**src/core/cfgprt_params.svh**
```systemverilog
// constants for the configuration protection options block
`ifndef CFGPRT_PARAMS_SVH
`define CFGPRT_PARAMS_SVH
// register byte offsets on the AXI4-Lite bus
`define CFGPRT_OFS_OPTIONS 8'h00
`define CFGPRT_OFS_GUARD_LO 8'h04
`define CFGPRT_OFS_GUARD_HI 8'h08
`define CFGPRT_OFS_TRG_LO 8'h0c
`define CFGPRT_OFS_TRG_HI 8'h10
`define CFGPRT_OFS_IDENT_HI 8'h14
`define CFGPRT_OFS_IDENT_LO 8'h18
`define CFGPRT_OFS_STATUS 8'h1c
`define CFGPRT_OFS_WR_GUARD 8'h20
// field positions in the options byte
`define CFGPRT_BIT_DEBUG 7
`define CFGPRT_BIT_BSZ_HI 5
`define CFGPRT_BIT_BSZ_LO 4
`define CFGPRT_BIT_SSP_EN 2
`define CFGPRT_BIT_STK_EN 0
// field positions in the guard bytes
`define CFGPRT_BIT_EE_GUARD 7
`define CFGPRT_BIT_BOOT_GUARD 6
`define CFGPRT_BIT_BLK0_GUARD 0
// implemented bit masks, unimplemented bits read zero
`define CFGPRT_MASK_OPTIONS 8'hb5
`define CFGPRT_MASK_GUARD_HI 8'hc0
`define CFGPRT_MASK_TRG_HI 8'h40
`define CFGPRT_MASK_WR_GUARD 8'h41
// boot area sizes in words
`define CFGPRT_WORDS_256 12'h100
`define CFGPRT_WORDS_512 12'h200
`define CFGPRT_WORDS_1K 12'h400
`define CFGPRT_WORDS_2K 12'h800
// default end of block 0, byte address
`define CFGPRT_BLK0_END 21'h001fff
// axi responses
`define CFGPRT_RESP_OKAY 2'b00
`define CFGPRT_RESP_SLVERR 2'b10
`endif

```
**src/core/cfgprt_pkg.sv**
```systemverilog
// types shared by the configuration protection options block
package cfgprt_pkg;
  typedef enum logic [1:0] {
    CFGPRT_RUN = 2'b00,
    CFGPRT_HV_PROG = 2'b01,
    CFGPRT_LV_PROG = 2'b10
  } cfgprt_mode_t;
  typedef enum logic [1:0] {
    CFGPRT_VAR_MID = 2'b00,
    CFGPRT_VAR_SMALL = 2'b01,
    CFGPRT_VAR_SINGLE = 2'b10
  } cfgprt_variant_t;
  typedef enum logic [1:0] {
    CFGPRT_REG_BOOT = 2'b00,
    CFGPRT_REG_BLK0 = 2'b01,
    CFGPRT_REG_OTHER = 2'b10
  } cfgprt_region_t;
endpackage

```
**src/core/cfgprt_top.sv**
```systemverilog
// configuration protection options: config image, mode control, guards, axi4-lite slave
`include "cfgprt_params.svh"

module cfgprt_top
  import cfgprt_pkg::*;
#(
  parameter cfgprt_variant_t VARIANT = CFGPRT_VAR_MID,
  parameter logic [5:0] BLOCK_MASK = 6'h0f,
  parameter logic [20:0] BLOCK0_END = `CFGPRT_BLK0_END,
  parameter logic [10:0] PART_ID = 11'h2a5, // arbitrary value
  parameter logic [4:0] STEP_CODE = 5'h03 // arbitrary value
)
(
  input wire logic aclk,
  input wire logic aresetn,
  // axi4-lite slave
  input wire logic [7:0] s_axi_awaddr,
  input wire logic s_axi_awvalid,
  output logic s_axi_awready,
  input wire logic [31:0] s_axi_wdata,
  input wire logic [3:0] s_axi_wstrb,
  input wire logic s_axi_wvalid,
  output logic s_axi_wready,
  output logic [1:0] s_axi_bresp,
  output logic s_axi_bvalid,
  input wire logic s_axi_bready,
  input wire logic [7:0] s_axi_araddr,
  input wire logic s_axi_arvalid,
  output logic s_axi_arready,
  output logic [31:0] s_axi_rdata,
  output logic [1:0] s_axi_rresp,
  output logic s_axi_rvalid,
  input wire logic s_axi_rready,
  // nonvolatile storage contents presented at reset
  input wire logic [7:0] nv_options,
  input wire logic [7:0] nv_guard_lo,
  input wire logic [7:0] nv_guard_hi,
  input wire logic [7:0] nv_wr_guard,
  input wire logic [7:0] nv_trg_lo,
  input wire logic [7:0] nv_trg_hi,
  // programming entry pins
  input wire logic master_clear_prog_volt_pin,
  input wire logic shared_port_pin_i,
  output logic shared_port_pin_o,
  output logic shared_port_pin_oe,
  // port logic side of the shared pin
  input wire logic port_out,
  input wire logic port_oe,
  output logic port_in,
  // stack fault from the core
  input wire logic stack_fault,
  output logic stack_reset_req,
  // table read check
  input wire logic tbl_req,
  input wire logic [20:0] tbl_addr,
  input wire logic [20:0] tbl_exec_addr,
  output logic tbl_blocked,
  // effective protection state
  output logic [5:0] block_code_guard,
  output logic eeprom_code_guard,
  output logic boot_area_code_guard,
  output logic [11:0] boot_area_words,
  output logic [1:0] prog_mode
);

  // boot area size decode per variant
  function automatic logic [11:0] size_words(input logic [1:0] sel);
    logic [11:0] w;
    w = `CFGPRT_WORDS_256;
    unique case (VARIANT)
      CFGPRT_VAR_MID:
        w = sel[1] ? `CFGPRT_WORDS_1K : (sel[0] ? `CFGPRT_WORDS_512 : `CFGPRT_WORDS_256);
      CFGPRT_VAR_SMALL:
        w = (sel != 2'b00) ? `CFGPRT_WORDS_512 : `CFGPRT_WORDS_256;
      default:
        w = sel[0] ? `CFGPRT_WORDS_2K : `CFGPRT_WORDS_1K;
    endcase
    return w;
  endfunction

  // region of a byte address; block 0 follows the boot area directly
  function automatic cfgprt_region_t region_of(input logic [20:0] a, input logic [11:0] words);
    logic [20:0] boot_end;
    cfgprt_region_t r;
    boot_end = {8'h00, words, 1'b0};
    if (a < boot_end)
      r = CFGPRT_REG_BOOT;
    else if (a <= BLOCK0_END)
      r = CFGPRT_REG_BLK0;
    else
      r = CFGPRT_REG_OTHER;
    return r;
  endfunction

  // image registers (what the programmer sees) and effective copies
  logic [7:0] opt_q;
  logic [7:0] glo_q;
  logic [7:0] ghi_q;
  logic [7:0] wrg_q;
  logic [7:0] tlo_q;
  logic [7:0] thi_q;
  logic [7:0] eff_opt_q;
  logic [7:0] eff_glo_q;
  logic [7:0] eff_ghi_q;
  logic [7:0] eff_tlo_q;
  logic [7:0] eff_thi_q;
  cfgprt_mode_t mode_q;
  cfgprt_mode_t mode_d;

  // axi bookkeeping
  logic aw_held_q;
  logic w_held_q;
  logic [7:0] awaddr_q;
  logic [31:0] wdata_q;
  logic [3:0] wstrb_q;
  logic do_write;
  logic wr_hit;
  logic [7:0] rd_val;
  logic rd_hit;
  logic in_prog;
  logic boot_locked;
  logic ssp_active;

  assign in_prog = (mode_q != CFGPRT_RUN);
  assign do_write = aw_held_q && w_held_q && !s_axi_bvalid;
  // any of the six size-lock guards programmed to zero freezes the size field
  assign boot_locked = !ghi_q[`CFGPRT_BIT_BOOT_GUARD] || !glo_q[`CFGPRT_BIT_BLK0_GUARD] ||
                       !wrg_q[`CFGPRT_BIT_BOOT_GUARD] || !wrg_q[`CFGPRT_BIT_BLK0_GUARD] ||
                       !thi_q[`CFGPRT_BIT_BOOT_GUARD] || !tlo_q[`CFGPRT_BIT_BLK0_GUARD];
  // low-voltage path needs the enable set in both the loaded and current image
  assign ssp_active = eff_opt_q[`CFGPRT_BIT_SSP_EN] && opt_q[`CFGPRT_BIT_SSP_EN];

  // programming mode selection; high voltage always wins
  always_comb
  begin
    mode_d = mode_q;
    unique case (mode_q)
      CFGPRT_RUN:
      begin
        if (master_clear_prog_volt_pin)
          mode_d = CFGPRT_HV_PROG;
        else if (ssp_active && shared_port_pin_i)
          mode_d = CFGPRT_LV_PROG;
      end
      CFGPRT_HV_PROG:
      begin
        if (!master_clear_prog_volt_pin)
          mode_d = CFGPRT_RUN;
      end
      CFGPRT_LV_PROG:
      begin
        if (master_clear_prog_volt_pin)
          mode_d = CFGPRT_HV_PROG;
        else if (!shared_port_pin_i || !ssp_active)
          mode_d = CFGPRT_RUN;
      end
      default:
        mode_d = CFGPRT_RUN;
    endcase
  end

  // mode register
  always_ff @(posedge aclk)
  begin
    if (!aresetn)
      mode_q <= CFGPRT_RUN;
    else
      mode_q <= mode_d;
  end

  // effective values: sampled from storage during reset, then frozen
  always_ff @(posedge aclk)
  begin
    if (!aresetn)
    begin
      eff_opt_q <= nv_options & `CFGPRT_MASK_OPTIONS;
      eff_glo_q <= nv_guard_lo & {2'b00, BLOCK_MASK};
      eff_ghi_q <= nv_guard_hi & `CFGPRT_MASK_GUARD_HI;
      eff_tlo_q <= nv_trg_lo & {2'b00, BLOCK_MASK};
      eff_thi_q <= nv_trg_hi & `CFGPRT_MASK_TRG_HI;
    end
  end

  // image registers: loaded at reset, changed only by writes in programming mode
  always_ff @(posedge aclk)
  begin
    if (!aresetn)
    begin
      opt_q <= nv_options & `CFGPRT_MASK_OPTIONS;
      glo_q <= nv_guard_lo & {2'b00, BLOCK_MASK};
      ghi_q <= nv_guard_hi & `CFGPRT_MASK_GUARD_HI;
      wrg_q <= nv_wr_guard & `CFGPRT_MASK_WR_GUARD;
      tlo_q <= nv_trg_lo & {2'b00, BLOCK_MASK};
      thi_q <= nv_trg_hi & `CFGPRT_MASK_TRG_HI;
    end
    else if (do_write && wstrb_q[0] && in_prog)
    begin
      unique case (awaddr_q)
        `CFGPRT_OFS_OPTIONS:
        begin
          opt_q[`CFGPRT_BIT_DEBUG] <= wdata_q[`CFGPRT_BIT_DEBUG];
          opt_q[`CFGPRT_BIT_STK_EN] <= wdata_q[`CFGPRT_BIT_STK_EN];
          if (!boot_locked)
          begin
            opt_q[`CFGPRT_BIT_BSZ_HI] <= wdata_q[`CFGPRT_BIT_BSZ_HI];
            opt_q[`CFGPRT_BIT_BSZ_LO] <= wdata_q[`CFGPRT_BIT_BSZ_LO];
          end
          // clearing the low-voltage enable is only honoured under high voltage
          if (mode_q == CFGPRT_HV_PROG || wdata_q[`CFGPRT_BIT_SSP_EN])
            opt_q[`CFGPRT_BIT_SSP_EN] <= wdata_q[`CFGPRT_BIT_SSP_EN];
        end
        `CFGPRT_OFS_GUARD_LO:
          glo_q <= wdata_q[7:0] & {2'b00, BLOCK_MASK};
        `CFGPRT_OFS_GUARD_HI:
          ghi_q <= wdata_q[7:0] & `CFGPRT_MASK_GUARD_HI;
        `CFGPRT_OFS_WR_GUARD:
          wrg_q <= wdata_q[7:0] & `CFGPRT_MASK_WR_GUARD;
        `CFGPRT_OFS_TRG_LO:
          tlo_q <= wdata_q[7:0] & {2'b00, BLOCK_MASK};
        `CFGPRT_OFS_TRG_HI:
          thi_q <= wdata_q[7:0] & `CFGPRT_MASK_TRG_HI;
        default:
        begin
          // identification and status ignore writes
        end
      endcase
    end
  end

  // write address decode; id registers are refused
  always_comb
  begin
    unique case (awaddr_q)
      `CFGPRT_OFS_OPTIONS, `CFGPRT_OFS_GUARD_LO, `CFGPRT_OFS_GUARD_HI,
      `CFGPRT_OFS_WR_GUARD, `CFGPRT_OFS_TRG_LO, `CFGPRT_OFS_TRG_HI:
        wr_hit = 1'b1;
      default:
        wr_hit = 1'b0;
    endcase
  end

  // read mux, narrow registers in the low byte
  always_comb
  begin
    rd_val = 8'h00;
    rd_hit = 1'b1;
    unique case (s_axi_araddr)
      `CFGPRT_OFS_OPTIONS: rd_val = opt_q;
      `CFGPRT_OFS_GUARD_LO: rd_val = glo_q;
      `CFGPRT_OFS_GUARD_HI: rd_val = ghi_q;
      `CFGPRT_OFS_WR_GUARD: rd_val = wrg_q;
      `CFGPRT_OFS_TRG_LO: rd_val = tlo_q;
      `CFGPRT_OFS_TRG_HI: rd_val = thi_q;
      `CFGPRT_OFS_IDENT_HI: rd_val = PART_ID[10:3];
      `CFGPRT_OFS_IDENT_LO: rd_val = {PART_ID[2:0], STEP_CODE};
      `CFGPRT_OFS_STATUS: rd_val = {4'h0, boot_locked, ssp_active, mode_q};
      default: rd_hit = 1'b0;
    endcase
  end

  // write channels: take address and data in either order, answer once both held
  always_ff @(posedge aclk)
  begin
    if (!aresetn)
    begin
      aw_held_q <= 1'b0;
      w_held_q <= 1'b0;
      awaddr_q <= 8'h00;
      wdata_q <= 32'h0000_0000;
      wstrb_q <= 4'h0;
      s_axi_awready <= 1'b1;
      s_axi_wready <= 1'b1;
      s_axi_bvalid <= 1'b0;
      s_axi_bresp <= `CFGPRT_RESP_OKAY;
    end
    else
    begin
      if (s_axi_awvalid && s_axi_awready)
      begin
        aw_held_q <= 1'b1;
        awaddr_q <= s_axi_awaddr;
        s_axi_awready <= 1'b0;
      end
      if (s_axi_wvalid && s_axi_wready)
      begin
        w_held_q <= 1'b1;
        wdata_q <= s_axi_wdata;
        wstrb_q <= s_axi_wstrb;
        s_axi_wready <= 1'b0;
      end
      if (do_write)
      begin
        aw_held_q <= 1'b0;
        w_held_q <= 1'b0;
        s_axi_bvalid <= 1'b1;
        s_axi_bresp <= wr_hit ? `CFGPRT_RESP_OKAY : `CFGPRT_RESP_SLVERR;
      end
      if (s_axi_bvalid && s_axi_bready)
      begin
        s_axi_bvalid <= 1'b0;
        s_axi_awready <= 1'b1;
        s_axi_wready <= 1'b1;
      end
    end
  end

  // read channel: one outstanding read, data registered on the address edge
  always_ff @(posedge aclk)
  begin
    if (!aresetn)
    begin
      s_axi_arready <= 1'b1;
      s_axi_rvalid <= 1'b0;
      s_axi_rdata <= 32'h0000_0000;
      s_axi_rresp <= `CFGPRT_RESP_OKAY;
    end
    else if (s_axi_arvalid && s_axi_arready)
    begin
      s_axi_arready <= 1'b0;
      s_axi_rvalid <= 1'b1;
      s_axi_rdata <= {24'h00_0000, rd_val};
      s_axi_rresp <= rd_hit ? `CFGPRT_RESP_OKAY : `CFGPRT_RESP_SLVERR;
    end
    else if (s_axi_rvalid && s_axi_rready)
    begin
      s_axi_rvalid <= 1'b0;
      s_axi_arready <= 1'b1;
    end
  end

  // shared pin: entry input while enabled, otherwise plain gpio
  // keeping the driver off while enabled avoids fighting a programmer on the pin
  always_ff @(posedge aclk)
  begin
    if (!aresetn)
    begin
      shared_port_pin_o <= 1'b0;
      shared_port_pin_oe <= 1'b0;
      port_in <= 1'b0;
    end
    else if (ssp_active || mode_q == CFGPRT_LV_PROG)
    begin
      shared_port_pin_o <= 1'b0;
      shared_port_pin_oe <= 1'b0;
      port_in <= 1'b0;
    end
    else
    begin
      shared_port_pin_o <= port_out;
      shared_port_pin_oe <= port_oe;
      port_in <= shared_port_pin_i;
    end
  end

  // stack fault reset request, follows the fault one cycle later
  always_ff @(posedge aclk)
  begin
    if (!aresetn)
      stack_reset_req <= 1'b0;
    else
      stack_reset_req <= stack_fault && eff_opt_q[`CFGPRT_BIT_STK_EN];
  end

  // table read guard: cross-region reads into guarded boot or block 0 are blocked
  always_ff @(posedge aclk)
  begin
    if (!aresetn)
      tbl_blocked <= 1'b0;
    else if (!tbl_req)
      tbl_blocked <= 1'b0;
    else
    begin
      unique case (region_of(tbl_addr, boot_area_words))
        CFGPRT_REG_BOOT:
          tbl_blocked <= !eff_thi_q[`CFGPRT_BIT_BOOT_GUARD] &&
                         region_of(tbl_exec_addr, boot_area_words) != CFGPRT_REG_BOOT;
        CFGPRT_REG_BLK0:
          tbl_blocked <= !eff_tlo_q[`CFGPRT_BIT_BLK0_GUARD] &&
                         region_of(tbl_exec_addr, boot_area_words) != CFGPRT_REG_BLK0;
        default:
          tbl_blocked <= 1'b0;
      endcase
    end
  end

  // protection outputs, active high means protected
  always_ff @(posedge aclk)
  begin
    if (!aresetn)
    begin
      block_code_guard <= 6'h00;
      eeprom_code_guard <= 1'b0;
      boot_area_code_guard <= 1'b0;
      boot_area_words <= `CFGPRT_WORDS_256;
      prog_mode <= CFGPRT_RUN;
    end
    else
    begin
      block_code_guard <= ~eff_glo_q[5:0] & BLOCK_MASK;
      eeprom_code_guard <= !eff_ghi_q[`CFGPRT_BIT_EE_GUARD];
      boot_area_code_guard <= !eff_ghi_q[`CFGPRT_BIT_BOOT_GUARD];
      boot_area_words <= size_words(eff_opt_q[`CFGPRT_BIT_BSZ_HI:`CFGPRT_BIT_BSZ_LO]);
      prog_mode <= mode_q;
    end
  end

endmodule // cfgprt_top

```
**config.mk**
```make
export PLATFORM = sky130hd
export DESIGN_NAME = cfgprt_top
export DESIGN_NICKNAME = d
export VERILOG_FILES = /design/src/core/cfgprt_pkg.sv /design/src/core/cfgprt_top.sv
export VERILOG_INCLUDE_DIRS = /design/src /design/src/core
export SDC_FILE = /design/constraint.sdc
export NUM_CORES = 1
export LEC_CHECK = 0
export ABC_AREA = 1
export BUFFER_PORTS_ARGS = -buffer_cell sky130_fd_sc_hd__buf_4
export CORE_UTILIZATION = 39
export DETAILED_ROUTE_END_ITERATION = 12
export PLACE_DENSITY = 0.76
export SETUP_SLACK_MARGIN = 0.3
export SLEW_MARGIN = 15
export SYNTH_ARGS = -nofsm -noshare
export SYNTH_HDL_FRONTEND = slang
export SYNTH_SLANG_ARGS = --single-unit
```
**constraint.sdc**
```tcl
create_clock -name aclk -period 1.4 [get_ports aclk]
set_clock_uncertainty 0.1 [all_clocks]
set_input_delay 0.21 -clock aclk [delete_from_list [all_inputs] [get_ports aclk]]
set_output_delay 0.21 -clock aclk [all_outputs]
set_load 0.05 [all_outputs]
```
==> run metrics <==
clk sink count=82; synthesized area per cell=around 8.1 sq um; top cell type's share of synthesized area=about 28%; DR vias/cell=4.61; Unique masters post-synth=29; initial DRC count=~150; status=complete, but fails checks; DRT antenna net count=0; Worst EP required=between 1000 and 1500 ps; Initial Util=40.3%; R2R Setup Slk=-60 ps; initial antenna violation count=0; Placer Congestion=a little over 0.8; Hold Path Class=in -> reg; Reg-to-Reg End=tlo_q[3]; DR DRC count=0; Final period util=104%; placed cells=699; CTS Buffer Depth=2; Final min period=roughly 1500 ps; Die Y=roughly 100 microns; Top Ports=223; number of synthesized register bits=approximately 80; total gr overflow=0; final wirelength=9420 microns; Critical Path Source Type=flip-flop; failing checks=negative setup slack; pins over their slew limit=0; # fillers=~780; Clock Latency Late Sink=between 300 and 400 ps; Pwr Density=996 nW/um^2; cell taking the most area after synthesis=dfxtp_1; CP arrival=~1400 ps; via count=3441; diodes inserted=0; Fmax=685 MHz; gr usage total=19.2%; final hold viol count=0; core area=just over 9000 sq um; Synth Instances=about 460; die area=roughly 9900 sq um; Cell Count, Final, Fillers Out=746; final setup fails=10; NumNets Final=between 700 and 800; largest net degree at the start of global routing=33; worst-path fanout max=5; DP HPWL=6820 microns; YS warnings=0; share of cells above drive strength 1=40.4%; Netlist Area Pre-Place=~3700 sq um; DR pass1 iterations=5; Clock H-tree levels=3; WS Path Type=reg -> reg; leakage power=2.58 nW; Clock transition at path regs=roughly 80 ps; Syn-to-layout area delta=51.4%; vias in the first global route=3373; CP startpoint=awaddr_q[6]; total negative slack=-359 ps; Setup WS post-layout=-60.9 ps; Max VDD drop=between 0.0005 and 0.0006 V; asr flop ratio synth=0%; ranking of synthesized cells by area=dfxtp_1 (28%), edfxtp_1 (24%), nand2_1 (12%); Crit. End Element=flip-flop; Reg2Reg Launch Point=awaddr_q[6]; top_reg_cell synth=dfxtp_1; Worst Setup EP=tlo_q[3]; row count=35; hold depth=3; Post-synth EDFFs=30; input/output buffers=110; most common cell in the synthesized netlist=nand2_1; RSZ-0062 raised after global routing=true; clk root buf=clkbuf_8; Seq/Total Area, Yosys=52.2%; Commonest cells post-synth=nand2_1 (118), nor2_1 (73), dfxtp_1 (52); max cap viols=0; Die Wd=between 90 and 100 microns; TritonCTS clock tree=done; worst-case reg-to-reg path depth=5; WL per Instance=12.6 microns; cts bufs inserted=9; first-pass GRT wire length=between 10000 and 15000 microns
## cell families (layout without fill, tap and decap cells)
family                   count (synthesis)  after routing  share of synthesized area, %
other                                    1             37                         0.101
AO/OA/AOI/OAI                           52             52                          7.40
buffers and inverters                   83            207                          12.3
AND/OR/NAND/NOR                        235            235                          26.7
flip-flops                              82             82                          52.2
adder cells (fa/ha/maj)                  4              4                          1.35
## cell usage in the layout, fill, tap and decap left out, types with 10 or more instances in the layout
cell type and instances:
nand2_1 109, buf_4 102, nor2_1 63, conb_1 37, buf_8 31, edfxtp_1 30
inv_1 29, dfxtp_2 27, dlygate4sd3_1 20, dfxtp_1 18, nand3_1 16, a21oi_1 13
o21ai_0 13, nand2_2 12, nand3_2 12, clkbuf_8 12, o21ai_1 10, nor2_4 10
## registers in the layout, summed over array words and instances, names as in the netlist, 2 cells and up
signal and cells:
boot_area_words 3, awaddr_q 8, s_axi_rdata 8, eff_ghi_q 2
wrg_q 2, glo_q 4, eff_glo_q 4, wdata_q 8
tlo_q 4, eff_opt_q 4, block_code_guard 4, ghi_q 2
prog_mode 2, opt_q 5, mode_q 2
## worst max-delay path: stages, from the launching register on
cell and delay [ps]:
dfxtp_2 340, nor2_4 120, nand2_2 70, nor2_4 160
a41oi_2 180, nor2_4 200
## power by group
group	switching, mW	internal (mW)
Sequential	0.103	2.64
Clock	0.833	0.787
Combinational	0.764	0.486
Total	1.70	3.91
## worst min-delay path by stage
stage / start / to
2_1_floorplan: master_clear_prog_volt_pin / mode_q[1]
3_3_place_gp: master_clear_prog_volt_pin / mode_q[1]
3_5_place_dp: master_clear_prog_volt_pin / mode_q[1]
4_1_cts: s_axi_bready / s_axi_awready
5_1_grt: s_axi_wdata[6] / wdata_q[6]
6_report: s_axi_wstrb[0] / wstrb_q[0]
## per-layer routing
layer / routed length, microns / vias to the layer above / GRT usage [%]
met4: 187 / 0 / 9.16
met5: 0 / - / 0
met3: 517 / 18 / 3.16
met1: 3730 / 1576 / 20.6
met2: 4980 / 140 / 36.4
li1: - / 1707 / -
## layout make-up
type | count | area [sq um] | area share (%)
Tap cell | 129 | 161 | 2.86
Inverter | 34 | 134 | 2.38
Clock buffer | 12 | 165 | 2.93
Clock inverter | 4 | 22.5 | 0.400
Multi-Input combinational cell | 328 | 1680 | 29.8
Sequential cell | 82 | 2000 | 35.5
Timing Repair inverter | 1 | 7.51 | 0.133
Timing Repair Buffer | 156 | 1470 | 26.0
## stage by stage
stage	util (%)	hold slack (ps)	power [mW]	area (sq um)	setup WS [ps]
5_1_grt	61.0	3.42	5.85	5640	-97.4
2_1_floorplan	-	187	3.54	4000	17.7
4_1_cts	59.6	-2.26	5.60	5500	-55.1
6_report	61.0	6.74	5.61	5640	-60.9
3_3_place_gp	51.3	284	3.80	4740	-77.3
3_5_place_dp	51.3	289	3.83	4740	-110
## timing repair
action	CTS	global route
pin swaps	15	16
resized for setup	105	36
setup buffers	6	4
cloned	0	1
endpoints found under the setup margin	58	75
endpoints found under the hold margin	22	0
hold buffers	20	0
No activity file was read; power rests on OpenSTA's default activity.
